==> src/adc_capture_cfg.svh <==
`ifndef ADC_CAPTURE_CFG_SVH
`define ADC_CAPTURE_CFG_SVH
// Operation
// - converter forwards data clock; receiver samples it with mclk and finds its edges
// - divider reset driven from datapath clock logic
// - divider reset also empties the crossing FIFO
// - FIFO writes 16-bit words, reads 32-bit pairs
// - words carry two signal paths, reads two samples per path
// - first word after reset fills low half
// - reading held off until fill threshold reached
// - locked while fill level stays constant reading
// - empty or overflow reports not locked
// - supervisor restarts fill-then-read until locked again
// - FIFO reset enters write side through capture flop
// - used-words count crosses through capture register
// - datapath clock phase shifted 156 ps
// - per-bit input delay tap, clock undelayed
// - delay taps fixed at build, no control
// - both divider reset output taps zero
// - samples captured on both data clock edges by mclk edge detection

// register byte offsets
`define CTRL_ADDR        8'h00
`define STATUS_ADDR      8'h04
`define CONFIG_ADDR      8'h08
`define TAPS_ADDR        8'h0c

// control fields
`define CTRL_TRIGGER_BIT 0
`define CTRL_THRESH_LSB  8
`define CTRL_THRESH_MSB  15
`define THRESH_RESET     8'h08

// status fields
`define STAT_LOCKED_BIT  0
`define STAT_READING_BIT 1
`define STAT_OVF_BIT     2
`define STAT_UNF_BIT     3
`define STAT_USED_LSB    8
`define STAT_USED_MSB    15

// timing
`define MCLK_PERIOD_PS   8000
`define DIV_RST_TIME_NS  32
`define DIV_RST_CYCLES   ((`DIV_RST_TIME_NS * 1000 + `MCLK_PERIOD_PS - 1) / `MCLK_PERIOD_PS)
`define DP_PHASE_PS      156
`define SETTLE_CYCLES    3'h4

// build-time pin delay taps
`define IN_TAP_VECTOR    32'h22222222
`define OUT_TAP_A        4'h0
`define OUT_TAP_B        4'h0

`endif

==> src/adc_capture_pkg.sv <==
package adc_capture_pkg;

  typedef enum logic [1:0] {LOCK_FLUSH, LOCK_FILL, LOCK_READ} lock_state_type;

  typedef logic [7:0] sample_type;

endpackage

==> src/ddr_pair_receiver.sv <==
`timescale 1ns/1ps
`include "adc_capture_cfg.svh"
module ddr_pair_receiver (
  // clock and reset
  input  wire logic                      mclk,
  input  wire logic                      rst,
  // converter lane
  input  wire logic                      data_clock,
  input  wire adc_capture_pkg::sample_type lane_data,
  input  wire logic                      hold,
  // write word
  output logic [15:0]                    word,
  output logic                           word_valid
);

  typedef struct packed {
    logic                        prev_clk;
    logic                        have_sp0;
    adc_capture_pkg::sample_type sp0;
    logic [15:0]                 word;
    logic                        valid;
  } rx_state_type;

  rx_state_type st;
  rx_state_type next_st;

  always_comb begin
    next_st          = st;
    next_st.prev_clk = data_clock;
    next_st.valid    = 1'b0;
    if (hold) begin
      // clock is stopped during divider reset, drop any half pair
      next_st.have_sp0 = 1'b0;
    end else if (data_clock && !st.prev_clk) begin
      next_st.sp0      = lane_data; // rising half: signal path 0
      next_st.have_sp0 = 1'b1;
    end else if (!data_clock && st.prev_clk && st.have_sp0) begin
      next_st.word     = {lane_data, st.sp0}; // one sample per path
      next_st.valid    = 1'b1;
      next_st.have_sp0 = 1'b0;
    end
  end

  always_ff @(posedge mclk) begin
    if (rst) begin
      st <= '0;
    end else begin
      st <= next_st;
    end
  end

  assign word       = st.word;
  assign word_valid = st.valid;

  chk_ddr_pair: assert property (@(posedge mclk) disable iff (rst)
    word_valid |-> ($past(st.prev_clk) && !$past(data_clock)
                    && word[15:8] == $past(lane_data)))
    else $error("word not built on a falling data clock edge");

endmodule

==> src/fifo_lock_supervisor.sv <==
`timescale 1ns/1ps
`include "adc_capture_cfg.svh"
module fifo_lock_supervisor (
  // clock and reset
  input  wire logic       mclk,
  input  wire logic       rst,
  // fifo status
  input  wire logic       restart,
  input  wire logic [7:0] used,
  input  wire logic [7:0] threshold,
  input  wire logic       read_tick,
  input  wire logic       overflow,
  input  wire logic       underflow,
  // control and status
  output logic            read_enable,
  output logic            flush,
  output logic            locked
);

  typedef struct packed {
    adc_capture_pkg::lock_state_type state;
    logic [2:0]                      settle;
    logic [7:0]                      ref_level;
    logic                            ref_valid;
    logic                            read_enable;
    logic                            flush;
    logic                            locked;
  } sup_state_type;

  sup_state_type st;
  sup_state_type next_st;

  always_comb begin
    next_st       = st;
    next_st.flush = 1'b0;
    case (st.state)
      adc_capture_pkg::LOCK_FLUSH: begin
        next_st.flush       = (st.settle == 3'h0);
        next_st.settle      = st.settle + 3'h1;
        next_st.ref_valid   = 1'b0;
        next_st.locked      = 1'b0;
        next_st.read_enable = 1'b0;
        if (st.settle == `SETTLE_CYCLES) begin
          next_st.state = adc_capture_pkg::LOCK_FILL;
        end
      end
      adc_capture_pkg::LOCK_FILL: begin
        if (used >= threshold) begin
          next_st.state       = adc_capture_pkg::LOCK_READ;
          next_st.read_enable = 1'b1;
        end
      end
      adc_capture_pkg::LOCK_READ: begin
        if (overflow || underflow) begin
          next_st.state       = adc_capture_pkg::LOCK_FLUSH;
          next_st.settle      = 3'h0;
          next_st.locked      = 1'b0;
          next_st.read_enable = 1'b0;
        end else if (read_tick) begin
          if (!st.ref_valid) begin
            next_st.ref_level = used;
            next_st.ref_valid = 1'b1;
            next_st.locked    = 1'b1;
          end else if (used != st.ref_level) begin
            next_st.state       = adc_capture_pkg::LOCK_FLUSH;
            next_st.settle      = 3'h0;
            next_st.locked      = 1'b0;
            next_st.read_enable = 1'b0;
          end
        end
      end
      default: begin
        next_st.state  = adc_capture_pkg::LOCK_FLUSH;
        next_st.settle = 3'h0;
      end
    endcase
    if (restart) begin
      next_st.state       = adc_capture_pkg::LOCK_FLUSH;
      next_st.settle      = 3'h0;
      next_st.locked      = 1'b0;
      next_st.read_enable = 1'b0;
    end
  end

  always_ff @(posedge mclk) begin
    if (rst) begin
      st <= '{adc_capture_pkg::LOCK_FLUSH, 3'h0, 8'h00, 1'b0, 1'b0, 1'b0, 1'b0};
    end else begin
      st <= next_st;
    end
  end

  assign read_enable = st.read_enable;
  assign flush       = st.flush;
  assign locked      = st.locked;

  chk_fill_gate: assert property (@(posedge mclk) disable iff (rst)
    (st.state == adc_capture_pkg::LOCK_FILL && used < threshold) |=> !st.read_enable)
    else $error("reading enabled below fill threshold");

  chk_locked_reading: assert property (@(posedge mclk) disable iff (rst)
    st.locked |-> (st.state == adc_capture_pkg::LOCK_READ && st.read_enable && st.ref_valid))
    else $error("locked reported outside reading");

  chk_loss_restart: assert property (@(posedge mclk) disable iff (rst)
    (st.state == adc_capture_pkg::LOCK_READ && (overflow || underflow) && !restart)
    |=> (!st.locked && st.state == adc_capture_pkg::LOCK_FLUSH) ##1 st.flush)
    else $error("loss of lock did not restart the fill sequence");

endmodule

==> src/adc_sample_capture_cdc.sv <==
`timescale 1ns/1ps
`include "adc_capture_cfg.svh"
module adc_sample_capture_cdc #(
  parameter int          DEPTH                  = 16,
  parameter int          DP_DIV                 = 4,
  parameter int          datapath_phase_generic = `DP_PHASE_PS,
  parameter logic [31:0] INPUT_DELAY_TAP        = `IN_TAP_VECTOR
) (
  // clock and reset
  input  wire logic                        mclk,
  input  wire logic                        rst,
  // ahb-lite slave
  input  wire logic                        hsel,
  input  wire logic [31:0]                 haddr,
  input  wire logic [1:0]                  htrans,
  input  wire logic                        hwrite,
  input  wire logic [2:0]                  hsize,
  input  wire logic [31:0]                 hwdata,
  input  wire logic                        hready,
  output logic                             hreadyout,
  output logic                             hresp,
  output logic [31:0]                      hrdata,
  // converter link
  input  wire logic                        data_clock,
  input  wire adc_capture_pkg::sample_type lane_data,
  output logic                             divider_reset,
  // datapath output
  output logic [31:0]                      sample_data,
  output logic                             sample_valid,
  output logic                             locked
);

  localparam int AW = $clog2(DEPTH);

  typedef struct packed {
    logic                   dp_sel;
    logic                   dp_write;
    logic [7:0]             dp_addr;
    logic                   hreadyout;
    logic                   hresp;
    logic [31:0]            hrdata;
    logic [7:0]             threshold;
    logic [3:0]             rst_cnt;
    logic                   divider_reset;
    logic                   wr_rst_cap;
    logic [AW:0]            wr_ptr;
    logic [AW:0]            rd_ptr;
    logic [DEPTH-1:0][15:0] mem;
    logic [7:0]             used_cap;
    logic [7:0]             dp_cnt;
    logic                   read_tick;
    logic [31:0]            sample_data;
    logic                   sample_valid;
    logic                   ovf_pulse;
    logic                   unf_pulse;
    logic                   ovf_seen;
    logic                   unf_seen;
  } top_state_type;

  top_state_type st;
  top_state_type next_st;

  logic [15:0]   rx_word;
  logic          rx_valid;
  logic          sup_read_en;
  logic          sup_flush;
  logic          sup_locked;
  logic [AW:0]   used;
  logic          clear_req;
  logic [AW-1:0] rd_lo;
  logic [AW-1:0] rd_hi;
  logic          unused_hsize;

  assign used         = st.wr_ptr - st.rd_ptr;
  // divider reset or a supervisor restart empties the fifo
  assign clear_req    = st.divider_reset | sup_flush;
  assign rd_lo        = st.rd_ptr[AW-1:0];
  assign rd_hi        = {rd_lo[AW-1:1], 1'b1};
  assign unused_hsize = ^hsize;

  ddr_pair_receiver receiver (
    .mclk       (mclk),
    .rst        (rst),
    .data_clock (data_clock),
    .lane_data  (lane_data),
    .hold       (st.divider_reset),
    .word       (rx_word),
    .word_valid (rx_valid)
  );

  fifo_lock_supervisor supervisor (
    .mclk        (mclk),
    .rst         (rst),
    .restart     (st.divider_reset),
    .used        (st.used_cap),
    .threshold   (st.threshold),
    .read_tick   (st.read_tick),
    .overflow    (st.ovf_pulse),
    .underflow   (st.unf_pulse),
    .read_enable (sup_read_en),
    .flush       (sup_flush),
    .locked      (sup_locked)
  );

  function automatic logic [31:0] reg_read(input logic [7:0] addr);
    logic [31:0] value;
    value = 32'h0000_0000;
    case (addr)
      `CTRL_ADDR: begin
        value[`CTRL_THRESH_MSB:`CTRL_THRESH_LSB] = st.threshold;
        value[`CTRL_TRIGGER_BIT]                 = st.divider_reset;
      end
      `STATUS_ADDR: begin
        value[`STAT_LOCKED_BIT]               = sup_locked;
        value[`STAT_READING_BIT]              = sup_read_en;
        value[`STAT_OVF_BIT]                  = st.ovf_seen;
        value[`STAT_UNF_BIT]                  = st.unf_seen;
        value[`STAT_USED_MSB:`STAT_USED_LSB]  = st.used_cap;
      end
      `CONFIG_ADDR: begin
        // build-time settings, read only
        value = {4'h0, `OUT_TAP_B, 4'h0, `OUT_TAP_A, 16'(datapath_phase_generic)};
      end
      `TAPS_ADDR: begin
        // one tap per sample bit, none on the data clock
        value = INPUT_DELAY_TAP;
      end
      default: begin
        value = 32'h0000_0000;
      end
    endcase
    return value;
  endfunction

  always_comb begin
    next_st              = st;
    next_st.hreadyout    = 1'b1;
    next_st.hresp        = 1'b0;
    next_st.hrdata       = 32'h0000_0000;
    next_st.ovf_pulse    = 1'b0;
    next_st.unf_pulse    = 1'b0;
    next_st.sample_valid = 1'b0;

    // divider reset pulse count, all in the datapath clock domain
    if (st.rst_cnt != 4'h0) begin
      next_st.rst_cnt = st.rst_cnt - 4'h1;
    end

    // bus data phase
    if (st.dp_sel && st.dp_write) begin
      case (st.dp_addr)
        `CTRL_ADDR: begin
          next_st.threshold = hwdata[`CTRL_THRESH_MSB:`CTRL_THRESH_LSB];
          if (hwdata[`CTRL_TRIGGER_BIT]) begin
            // restarts the converter divider at a known phase
            next_st.rst_cnt = 4'(`DIV_RST_CYCLES);
          end
        end
        `STATUS_ADDR: begin
          if (hwdata[`STAT_OVF_BIT]) begin
            next_st.ovf_seen = 1'b0;
          end
          if (hwdata[`STAT_UNF_BIT]) begin
            next_st.unf_seen = 1'b0;
          end
        end
        default: begin
        end
      endcase
    end

    // bus address phase
    next_st.dp_sel = 1'b0;
    if (hsel && hready && htrans[1]) begin
      next_st.dp_sel   = (haddr[31:8] == 24'h00_0000);
      next_st.dp_write = hwrite;
      next_st.dp_addr  = haddr[7:0];
      if (!hwrite && haddr[31:8] == 24'h00_0000) begin
        next_st.hrdata = reg_read(haddr[7:0]);
      end
    end

    next_st.divider_reset = (next_st.rst_cnt != 4'h0);
    next_st.wr_rst_cap    = clear_req;
    next_st.used_cap      = 8'(used);

    // datapath rate enable
    next_st.read_tick = (st.dp_cnt == 8'(DP_DIV - 1));
    if (st.dp_cnt == 8'(DP_DIV - 1)) begin
      next_st.dp_cnt = 8'h00;
    end else begin
      next_st.dp_cnt = st.dp_cnt + 8'h01;
    end

    // write side, held in reset by the captured clear
    if (st.wr_rst_cap) begin
      next_st.wr_ptr = '0;
    end else if (rx_valid) begin
      if (used == (AW+1)'(DEPTH)) begin
        next_st.ovf_pulse = 1'b1;
      end else begin
        next_st.mem[st.wr_ptr[AW-1:0]] = rx_word;
        next_st.wr_ptr                 = st.wr_ptr + 1'b1;
      end
    end

    // read side, two words per read, the older one in the low half
    if (clear_req || st.wr_rst_cap) begin
      next_st.rd_ptr = '0;
    end else if (st.read_tick && sup_read_en) begin
      if (used < (AW+1)'(2)) begin
        next_st.unf_pulse = 1'b1;
      end else begin
        next_st.sample_data  = {st.mem[rd_hi], st.mem[rd_lo]};
        next_st.sample_valid = 1'b1;
        next_st.rd_ptr       = st.rd_ptr + (AW+1)'(2);
      end
    end

    // sticky flags, a new event wins over the clear
    if (st.ovf_pulse) begin
      next_st.ovf_seen = 1'b1;
    end
    if (st.unf_pulse) begin
      next_st.unf_seen = 1'b1;
    end
  end

  always_ff @(posedge mclk) begin
    if (rst) begin
      st           <= '0;
      st.threshold <= `THRESH_RESET;
    end else begin
      st <= next_st;
    end
  end

  assign hreadyout     = st.hreadyout;
  assign hresp         = st.hresp;
  assign hrdata        = st.hrdata;
  assign divider_reset = st.divider_reset;
  assign sample_data   = st.sample_data;
  assign sample_valid  = st.sample_valid;
  assign locked        = sup_locked;

  chk_div_rst_len: assert property (@(posedge mclk) disable iff (rst)
    ($rose(st.divider_reset) && !(st.dp_sel && st.dp_write))
    |-> st.divider_reset[*4] ##1 !st.divider_reset)
    else $error("divider reset pulse length wrong");

  chk_fifo_cleared: assert property (@(posedge mclk) disable iff (rst)
    st.divider_reset |-> ##2 (st.wr_ptr == '0 && st.rd_ptr == '0))
    else $error("fifo not emptied by divider reset");

  chk_overflow_flag: assert property (@(posedge mclk) disable iff (rst)
    (!st.wr_rst_cap && rx_valid && used == (AW+1)'(DEPTH))
    |=> st.ovf_pulse ##1 st.ovf_seen)
    else $error("overflow not flagged");

  chk_underflow_flag: assert property (@(posedge mclk) disable iff (rst)
    (!clear_req && !st.wr_rst_cap && st.read_tick && sup_read_en && used < (AW+1)'(2))
    |=> (st.unf_pulse && !st.sample_valid) ##1 st.unf_seen)
    else $error("empty read not flagged");

  chk_read_step: assert property (@(posedge mclk) disable iff (rst)
    (!clear_req && !st.wr_rst_cap && st.read_tick && sup_read_en && used >= (AW+1)'(2))
    |=> (st.sample_valid && st.rd_ptr == (AW+1)'($past(st.rd_ptr) + 2)
         && st.sample_data[15:0] == $past(st.mem[rd_lo])))
    else $error("read did not return the next word pair");

endmodule

==> config.mk <==
export PLATFORM = sky130hd
export DESIGN_NAME = adc_sample_capture_cdc
export DESIGN_NICKNAME = d
export VERILOG_FILES = /design/src/adc_capture_pkg.sv /design/src/ddr_pair_receiver.sv /design/src/fifo_lock_supervisor.sv /design/src/adc_sample_capture_cdc.sv
export VERILOG_INCLUDE_DIRS = /design/src
export SDC_FILE = /design/constraint.sdc
export NUM_CORES = 1
export LEC_CHECK = 0
export BUFFER_PORTS_ARGS = -buffer_cell sky130_fd_sc_hd__buf_2
export CORE_MARGIN = 8
export CORE_UTILIZATION = 50
export DETAILED_ROUTE_END_ITERATION = 10
export PLACE_DENSITY = 0.78
export SLEW_MARGIN = 20
export SYNTH_ARGS = -nofsm -noshare
export SYNTH_HDL_FRONTEND = slang
export SYNTH_SLANG_ARGS = --single-unit
==> constraint.sdc <==
create_clock -name mclk -period 3.65 [get_ports mclk]
set_clock_uncertainty 0.05 [all_clocks]
set_input_delay 0.1825 -clock mclk [delete_from_list [all_inputs] [get_ports mclk]]
set_output_delay 0.1825 -clock mclk [all_outputs]
set_load 0.01 [all_outputs]
# Word level (Yosys, flattened, before mapping)
# Index checks and enable logic that the tools add are counted.
[word_totals] in_bits=83 register_bits=422 word_cells=217
[op_classes] reduce_logical=55 muxes=67 eq_ne=18 magnitude_cmp=6 add_sub_neg=6 bitwise=15
[ops] op="256-bit 2-to-1 mux" n=3
[ops] op="368-bit 2-to-1 mux" n=1
[ops] op="256-bit bitwise mux" n=1
[ops] op="33-bit 2-to-1 mux" n=3
[ops] op="16-bit binary-select mux with 4-bit select" n=1
[ops] op="16-bit demux with 4-bit select" n=1
[ops] op="30-bit 2-to-1 mux" n=2
[ops] op="16-bit binary-select mux with 3-bit select" n=1
[ops] op="16-bit 2-to-1 mux" n=3
[ops] op="5-bit 2-to-1 mux" n=9
[ops] op="24-bit logical NOT" n=1
[ops] op="12-bit 2-to-1 mux" n=2
[ops] op="8-bit one-hot mux with 3 select lines" n=1
[ops] op="1-bit 2-to-1 mux" n=21
[ops] op="3-bit AND reduction" n=7
[ops] op="3-bit one-hot mux with 3 select lines" n=2
[ops] op="8-bit by 3-bit equality test with 1-bit output, second input constant" n=2
[ops] op="8-bit by 4-bit equality test with 1-bit output, second input constant" n=2
[ops] op="8-bit logical NOT" n=2
[ops] op="2-bit nonzero test" n=8
[ops] op="4-bit by 5-bit < comparator with 1-bit output, second input constant" n=3
[ops] op="15-bit 2-to-1 mux" n=1
[ops] op="14-bit 2-to-1 mux" n=1
[ops] op="1-bit inverter" n=14
[ops] op="other kinds (41)" n=75

# Longest topological paths before layout
# Gate-level depths: netlist (run 1).
[depth] ltp_word=9 depth_mapped=12 depth_no_buf=9

# By module
# From an unflattened synthesis (run 1), not the netlist that was laid out.
[unflattened] hier_cells=1717 hier_area_um2=17802.1
[modules_own_cells] module="adc_sample_capture_cdc" area_per_inst_um2=15592.5 cells_each=1465 instances=1 seq_area_each_um2=7126.8
[modules_own_cells] module="ddr_pair_receiver" area_per_inst_um2=1147.4 cells_each=132 instances=1 seq_area_each_um2=540.5
[modules_own_cells] module="fifo_lock_supervisor" area_per_inst_um2=1062.3 cells_each=120 instances=1 seq_area_each_um2=340.3

# Worst setup path after synthesis (run 1)
# Ideal clock, no wire load.
[synth_path] path_kind="register to register" from="register st (netlist bit rd_hi[2])" to="register st (netlist bit rd_hi[2])" n_path_buf=2 path_stages_with_launch=10 period_less_slack_ns=3.010 setup_slack_ns=0.640 t_arrival_ns=2.843 path_cell_list="dfxtp_1 -> buf_1 -> clkbuf_1 -> inv_1 -> fa_1 -> xnor2_1 -> nand2_1 -> o31ai_1 -> mux2i_1 -> nor2_1"
[synth_between] elab_chain_len=4
[synth_lines] item="from (decl)" line="adc_sample_capture_cdc.sv:60" rtl="top_state_type st;"
[synth_lines] item="from (signal assigned)" line="adc_sample_capture_cdc.sv:234" rtl="st <= next_st;"
[synth_lines] item="5-bit subtractor" line="adc_sample_capture_cdc.sv:74" rtl="assign used = st.wr_ptr - st.rd_ptr;"
[synth_lines] item="5-bit by 2-bit < comparator with 1-bit output" line="adc_sample_capture_cdc.sv:211" rtl="if (used < (AW+1)'(2)) begin"
[synth_lines] item="1-bit inverter (no line)"
[synth_lines] item="2-bit AND reduction (no line)"
# Parallel ways exist; a longest one is shown, timed or not.
# A chain may end at the register's enable or synchronous reset.

==> reports/results.ini, run 1 <==
[power_and_ir_drop]
pwr-share-clk_pct=46.4
total_power_w=0.00911
powerDensity_nw_per_um2=475
p_int_w=0.00708
ir_drop_v=0.000426
power_switching_w=0.00203
seq_power_share_pct=48.9
combPwrFrac_pct=4.6
power_leakage_nw=8.62
switching_share_pct=22.3

[synth]
synth_compound_area_share_pct=4.04
syn_area_per_cell_um2=10.3
synth_area_leaders=dfxtp_1 (46%), mux2i_1 (18%), mux4_2 (8.4%)
synthCells=1674
synthFlopType=dfxtp_1
synthArstFlopShare_pct=0
synth_edf_count=0
synth_cell_types=53
ys_ff_latch=397
synth_top_cell_by_area=dfxtp_1
synth_top_area_share_pct=46.1
synth_top_family_by_area=multiplexers
synthMuxAreaShare_pct=26.4
syn-cell-area_um2=17200
synth_xor_area_share_pct=0.915
ys_warn_count=0
synth-simple-area-share_pct=14.5
seq_area_frac_synth_pct=46.1
synthAdderAreaFrac_pct=1.35

[layout]
regArea_um2=7950
stdcell_area_um2=19200
fill_cells=2813
drive_above_1_share_pct=16.2
synthToLayoutAreaGrowth_pct=11.4
final_nets=1804
multi_input_area_um2=8200
num_antenna_cells=0

[sta]
fmax_mhz=314
rsz0062_at_grt=false
max_slew_margin_pct=31.1
hold_viol=0
fin_crit_sh_pct=87.2
min_period_ns=3.18
finalSetupTns_ns=0
setup_viol=0
slew_violations=0
layout_setup_ws_ns=0.469
hold_ws_ns=0.0758
worst_slew_pin_slew_ns=1.03

[detailed_routing]
ant_nets=0
wirelength_um=38700
wl_per_cell_um=17.7
drc=0
via_count=11982
drtPass1Iterations=5
drt-initial-drc-count=783
routed_via_density=5.47

[floorplanning]
core-area_um2=34300
die_h_um=202
die-area_um2=40700
die_x_um=202
rows=68
initial_utilization_pct=50.3
pin_count=152

[min_path]
hold_path_class=primary input to register
hold_start=rst

[cts]
ctsRootBufferMaster=clkbuf_16
htreeDepth=2
clkLatencyLatePin_ns=0.54
cts.sinks=397
cts_max_path_buffers=3
post-cts-setup-buffers=0
postCtsResizedCells=0
tritoncts=done
cts_made_buffers=42
cts_hold_buf=33
clkSlewWorstSetupHoldPaths_ns=0.06

[critical_path]
arrival_ns=3.56
end_kind=register
crit_required_ns=4.03
cp_max_fo=16
start_kind=register
critical_path_class=register to register
regToRegStartpoint=st[318]
crit_start=st[318]

[placement]
dp_hpwl_um=24000
numPortBuffers=112
place_ws_ns=0.542
place.gp.congestion=0.800
placed_area_um2=17500

[global_routing]
antenna_found_initial=0
track_usage_pct=18.5
grt-ovfl-total=0
grt_max_degree=119
grt_pass1_wl_um=62800
grt_pass1_vias=12092

[outcome]
run_status=completed

[job]
drv_cap=0

-- placed cells by master (no fill, tap or decap), types with 33 or more instances in the layout --
cell type	Yosys	layout
a21oi_1	52	52
mux2i_1	311	311
dlygate4sd3_1	0	33
nor2_1	98	98
clkbuf_16	0	42
nand2_1	349	349
mux4_2	64	64
a211oi_1	34	34
buf_2	14	111
dfxtp_1	397	395
-- per-stage QoR --
step / util [%] / cells
after floorplan: - / 1687
after global placement: 50.9 / 2081
after detailed placement: 51.0 / 2081
after CTS: 56.0 / 2191
after global routing: 56.0 / 2191
final: 56.0 / 2191
-- worst paths after layout --
path                                     endpoint  slack (ns)  cells after the start
worst max-delay path                     register        0.47                      6
worst min-delay path                      st[328]        0.08                      2
worst max register to register           register        0.47                      6
worst min register to register  receiver.word[14]        0.41                      2
-- power by group through the flow --
stage | Combinational (W) | Sequential (W) | Clock, W
floorplan | 0.000297 | 0.00452 | 0
detailed placement | 0.000384 | 0.00455 | 0
global route | 0.000465 | 0.00446 | 0.00449
finish | 0.000421 | 0.00446 | 0.00423
global placement | 0.000365 | 0.00455 | 0
CTS | 0.000413 | 0.00446 | 0.00430
-- cells by family (layout without fill, tap and decap cells) --
| group | count (synthesis) | in the layout |
|---|---|---|
| AOI/OAI and AO/OA | 110 | 110 |
| muxes | 375 | 375 |
| other | 1 | 14 |
| and+or+nand+nor | 550 | 550 |
| buffers and inverters | 205 | 254 |
| adders and majority gates | 18 | 18 |
| DFF | 397 | 397 |
| xor gates and xnor gates | 18 | 18 |
-- area by class of cell --
| type | instances | area share [%] |
|---|---|---|
| clock buffers | 63 | 6.36 |
| clock inverters | 14 | 0.867 |
| inverters | 21 | 0.437 |
| multi-input cells | 1085 | 42.7 |
| flip-flops and latches | 397 | 41.4 |
| well taps | 455 | 2.97 |
| repair buffers | 156 | 5.21 |
-- layer usage --
metal / vias up / GRT usage (%) / wire length, um / part of all wire [%]
met1: 5914 / 23.0 / 16700 / 43
met4: 0 / 5.32 / 848 / 2.2
li1: 5756 / - / - / -
met5: - / 0 / 0 / 0
met3: 60 / 2.61 / 1460 / 3.8
met2: 252 / 32.9 / 19700 / 51
-- critical path, cell delays in order, from the launching register on --
cell	delay, ns
dfxtp_1	0.49
ha_1	0.33
a21oi_1	0.20
a21oi_1	0.20
o2111ai_4	0.55
nand4_2	0.83
mux2i_1	0.42
-- synth_stat cells, types with 15 or more instances --
master    number
clkbuf_1      73
inv_1         19
a211oi_1      34
nor3_1        15
nand2_1      349
ha_1          17
dfxtp_1      397
nor2_1        98
buf_4         73
mux4_2        64
nand3_1       18
a21oi_1       52
mux2i_1      311
(Power assumes the default switching activity.)
==> run 2: changes to the inputs <==
--- a/config.mk
+++ b/config.mk
@@ -7,6 +7,7 @@
 export NUM_CORES = 1
 export LEC_CHECK = 0
 export BUFFER_PORTS_ARGS = -buffer_cell sky130_fd_sc_hd__buf_2
+export CORE_ASPECT_RATIO = 0.5
 export CORE_MARGIN = 8
 export CORE_UTILIZATION = 50
 export DETAILED_ROUTE_END_ITERATION = 10
==> run 2 against run 1 <==
Net effect:
- clock power decreased by 10%
- fmax decreased by 6.0%
- non-clock buffer count increased by 4
- first-iteration DRC count increased by 14%
- final cell count decreased by 0.82%
- design area decreased by 1.1%
- combinational power decreased by 2%
- via count increased by 0.55%
- largest cell class unchanged
==> reports/results.ini, run 2 (same netlist as run 1, synthesis figures left out) <==
[power_and_ir_drop]
powerDensity_nw_per_um2=456  ; was 475 nW/um^2
ir_drop_v=0.000285  ; was 0.000426 V
power_leakage_nw=8.52  ; was 8.62 nW

[min_path]
hold_path_class=primary input to register  ; unchanged

[layout]
final_nets=1803  ; was 1804
stdcell_area_um2=19000  ; was 19200 um^2
synthToLayoutAreaGrowth_pct=10.1  ; was 11.4%
layout.cells.most_common=dfxtp_1  ; unchanged
mostFrequentLayoutCells=dfxtp_1 (395), nand2_1 (349), mux2i_1 (311), buf_2 (111), nor2_1 (98)  ; unchanged
fill_cells=2843  ; was 2813
drive_above_1_share_pct=16.0  ; was 16.2%
num_antenna_cells=0  ; unchanged
final_cells=2173  ; was 2191

[detailed_routing]
drt-initial-drc-count=895  ; was 783
wl_per_cell_um=18.1  ; was 17.7 um
drc=0  ; unchanged
ant_nets=0  ; unchanged
wirelength_um=39300  ; was 38700 um
via_count=12048  ; was 11982
drtPass1Iterations=5  ; unchanged
routed_via_density=5.54  ; was 5.47

[cts]
htreeDepth=2  ; unchanged
cts_max_path_buffers=3  ; unchanged
clkSlewWorstSetupHoldPaths_ns=0.07  ; was 0.06 ns
clkLatencyLatePin_ns=0.55  ; was 0.54 ns
cts_made_buffers=37  ; was 42
cts.sinks=397  ; unchanged
post-cts-setup-buffers=0  ; unchanged
ctsRootBufferMaster=clkbuf_16  ; unchanged
tritoncts=done  ; unchanged

[critical_path]
cpMaxStageDelayCell=nand4_2  ; unchanged
end_kind=register  ; unchanged
cp_slowest_stage_delay_ns=0.84  ; was 0.83 ns
start_kind=register  ; unchanged
crit_required_ns=4.03  ; about the same
path_buf_inv=0  ; unchanged
crit_top_cell=a21oi_1  ; unchanged
arrival_ns=3.77  ; was 3.56 ns
critical_path_class=register to register  ; unchanged
cp_max_fo=17  ; was 16
path_cells=ha_1, a21oi_1, a21oi_1, o2111ai_4, nand4_2, mux2i_1  ; unchanged
crit_family=compound AO/OA/AOI/OAI gates  ; unchanged

[sta]
slew_violations=0  ; unchanged
hold_ws_ns=0.0176  ; was 0.0758 ns
rsz0062_at_grt=false  ; unchanged
setup_viol=0  ; unchanged
finalSetupTns_ns=0  ; unchanged
max_slew_margin_pct=30.8  ; was 31.1%
hold_viol=0  ; unchanged
min_period_ns=3.39  ; was 3.18 ns
worst_slew_pin_slew_ns=1.04  ; was 1.03 ns
fin_crit_sh_pct=92.8  ; was 87.2%
fmax_mhz=295  ; was 314 MHz

[global_routing]
track_usage_pct=18.6  ; was 18.5%
grt_pass1_wl_um=63000  ; was 62800 um
antenna_found_initial=0  ; unchanged
grt_max_degree=89  ; was 119
grt_pass1_vias=11886  ; was 12092
grt-ovfl-total=0  ; unchanged

[floorplanning]
core-area_um2=34200  ; was 34300 um^2
initial_utilization_pct=50.4  ; was 50.3%
rows=48  ; was 68
die_x_um=279  ; was 202 um
die-area_um2=41000  ; was 40700 um^2
pin_count=152  ; unchanged
die_h_um=147  ; was 202 um

[job]
drv_cap=0  ; unchanged

[placement]
dpl.cell_count=2081  ; unchanged
placed_area_um2=17500  ; unchanged
dp_hpwl_um=24000  ; about the same
place.gp.congestion=0.795  ; was 0.800
numPortBuffers=112  ; unchanged

[outcome]
run_status=completed  ; unchanged

-- run 2: worst reg2reg max path: stages (launching register included) --
cell and delay, ns:
dfxtp_1 0.48, ha_1 0.33, a21oi_1 0.20, a21oi_1 0.19
o2111ai_4 0.76, nand4_2 0.85, mux2i_1 0.43
-- run 2: area by class of cell --
type                    instances  area, um^2  share of cell area, %
clock buffers                  48        1030                   5.42
clock inverters                12         149                  0.785
inverters                      21        86.3                  0.455
multi-input cells            1085        8190                   43.2
flip-flops and latches        397        7950                   41.9
well taps                     450         563                   2.97
repair buffers                160        1000                   5.29
-- run 2: timing repair --
| item | CTS | global route |
|---|---|---|
| gates resized for setup | 0 | 0 |
| hold buffers | 32 | 0 |
| endpoints found under the setup margin | 0 | 0 |
| hold endpoints to repair | 49 | 0 |
-- run 2: report_power, final --
| part | total, W | internal, W | switching, W |
|---|---|---|---|
| combinational | 0.000414 | 0.000155 | 0.000259 |
| sequential | 0.00445 | 0.00439 | 0.0000603 |
| clock | 0.00380 | 0.00214 | 0.00165 |
-- run 2: worst paths after layout --
| kind | end | start | cells past startpoint | slack [ns] |
|---|---|---|---|---|
| max reg2reg | register | st[318] | 6 | 0.26 |
| min | st[370] | haddr[2] | 3 | 0.02 |
| min reg2reg | st[368] | st[368] | 2 | 0.40 |
| max | register | st[318] | 6 | 0.26 |
-- run 2: per-layer routing --
layer  share of wire (%)  wire [um]  vias to the layer above  GRT usage, %
li1                    -          -                     5739             -
met1                  45      17700                     5933          24.1
met2                  47      18600                      316          31.2
met3                 5.7       2250                       60          3.69
met4                 2.0        803                        0          5.38
met5                   0          0                        -             0
-- run 2: per-stage QoR --
step	worst slack, ns	total power (W)	util, %
CTS	0.278	0.00872	55.4
finish	0.264	0.00866	55.4
global placement	0.412	0.00492	51.1
floorplan	0.640	0.00482	-
global route	0.0505	0.00895	55.4
detailed placement	0.342	0.00493	51.1
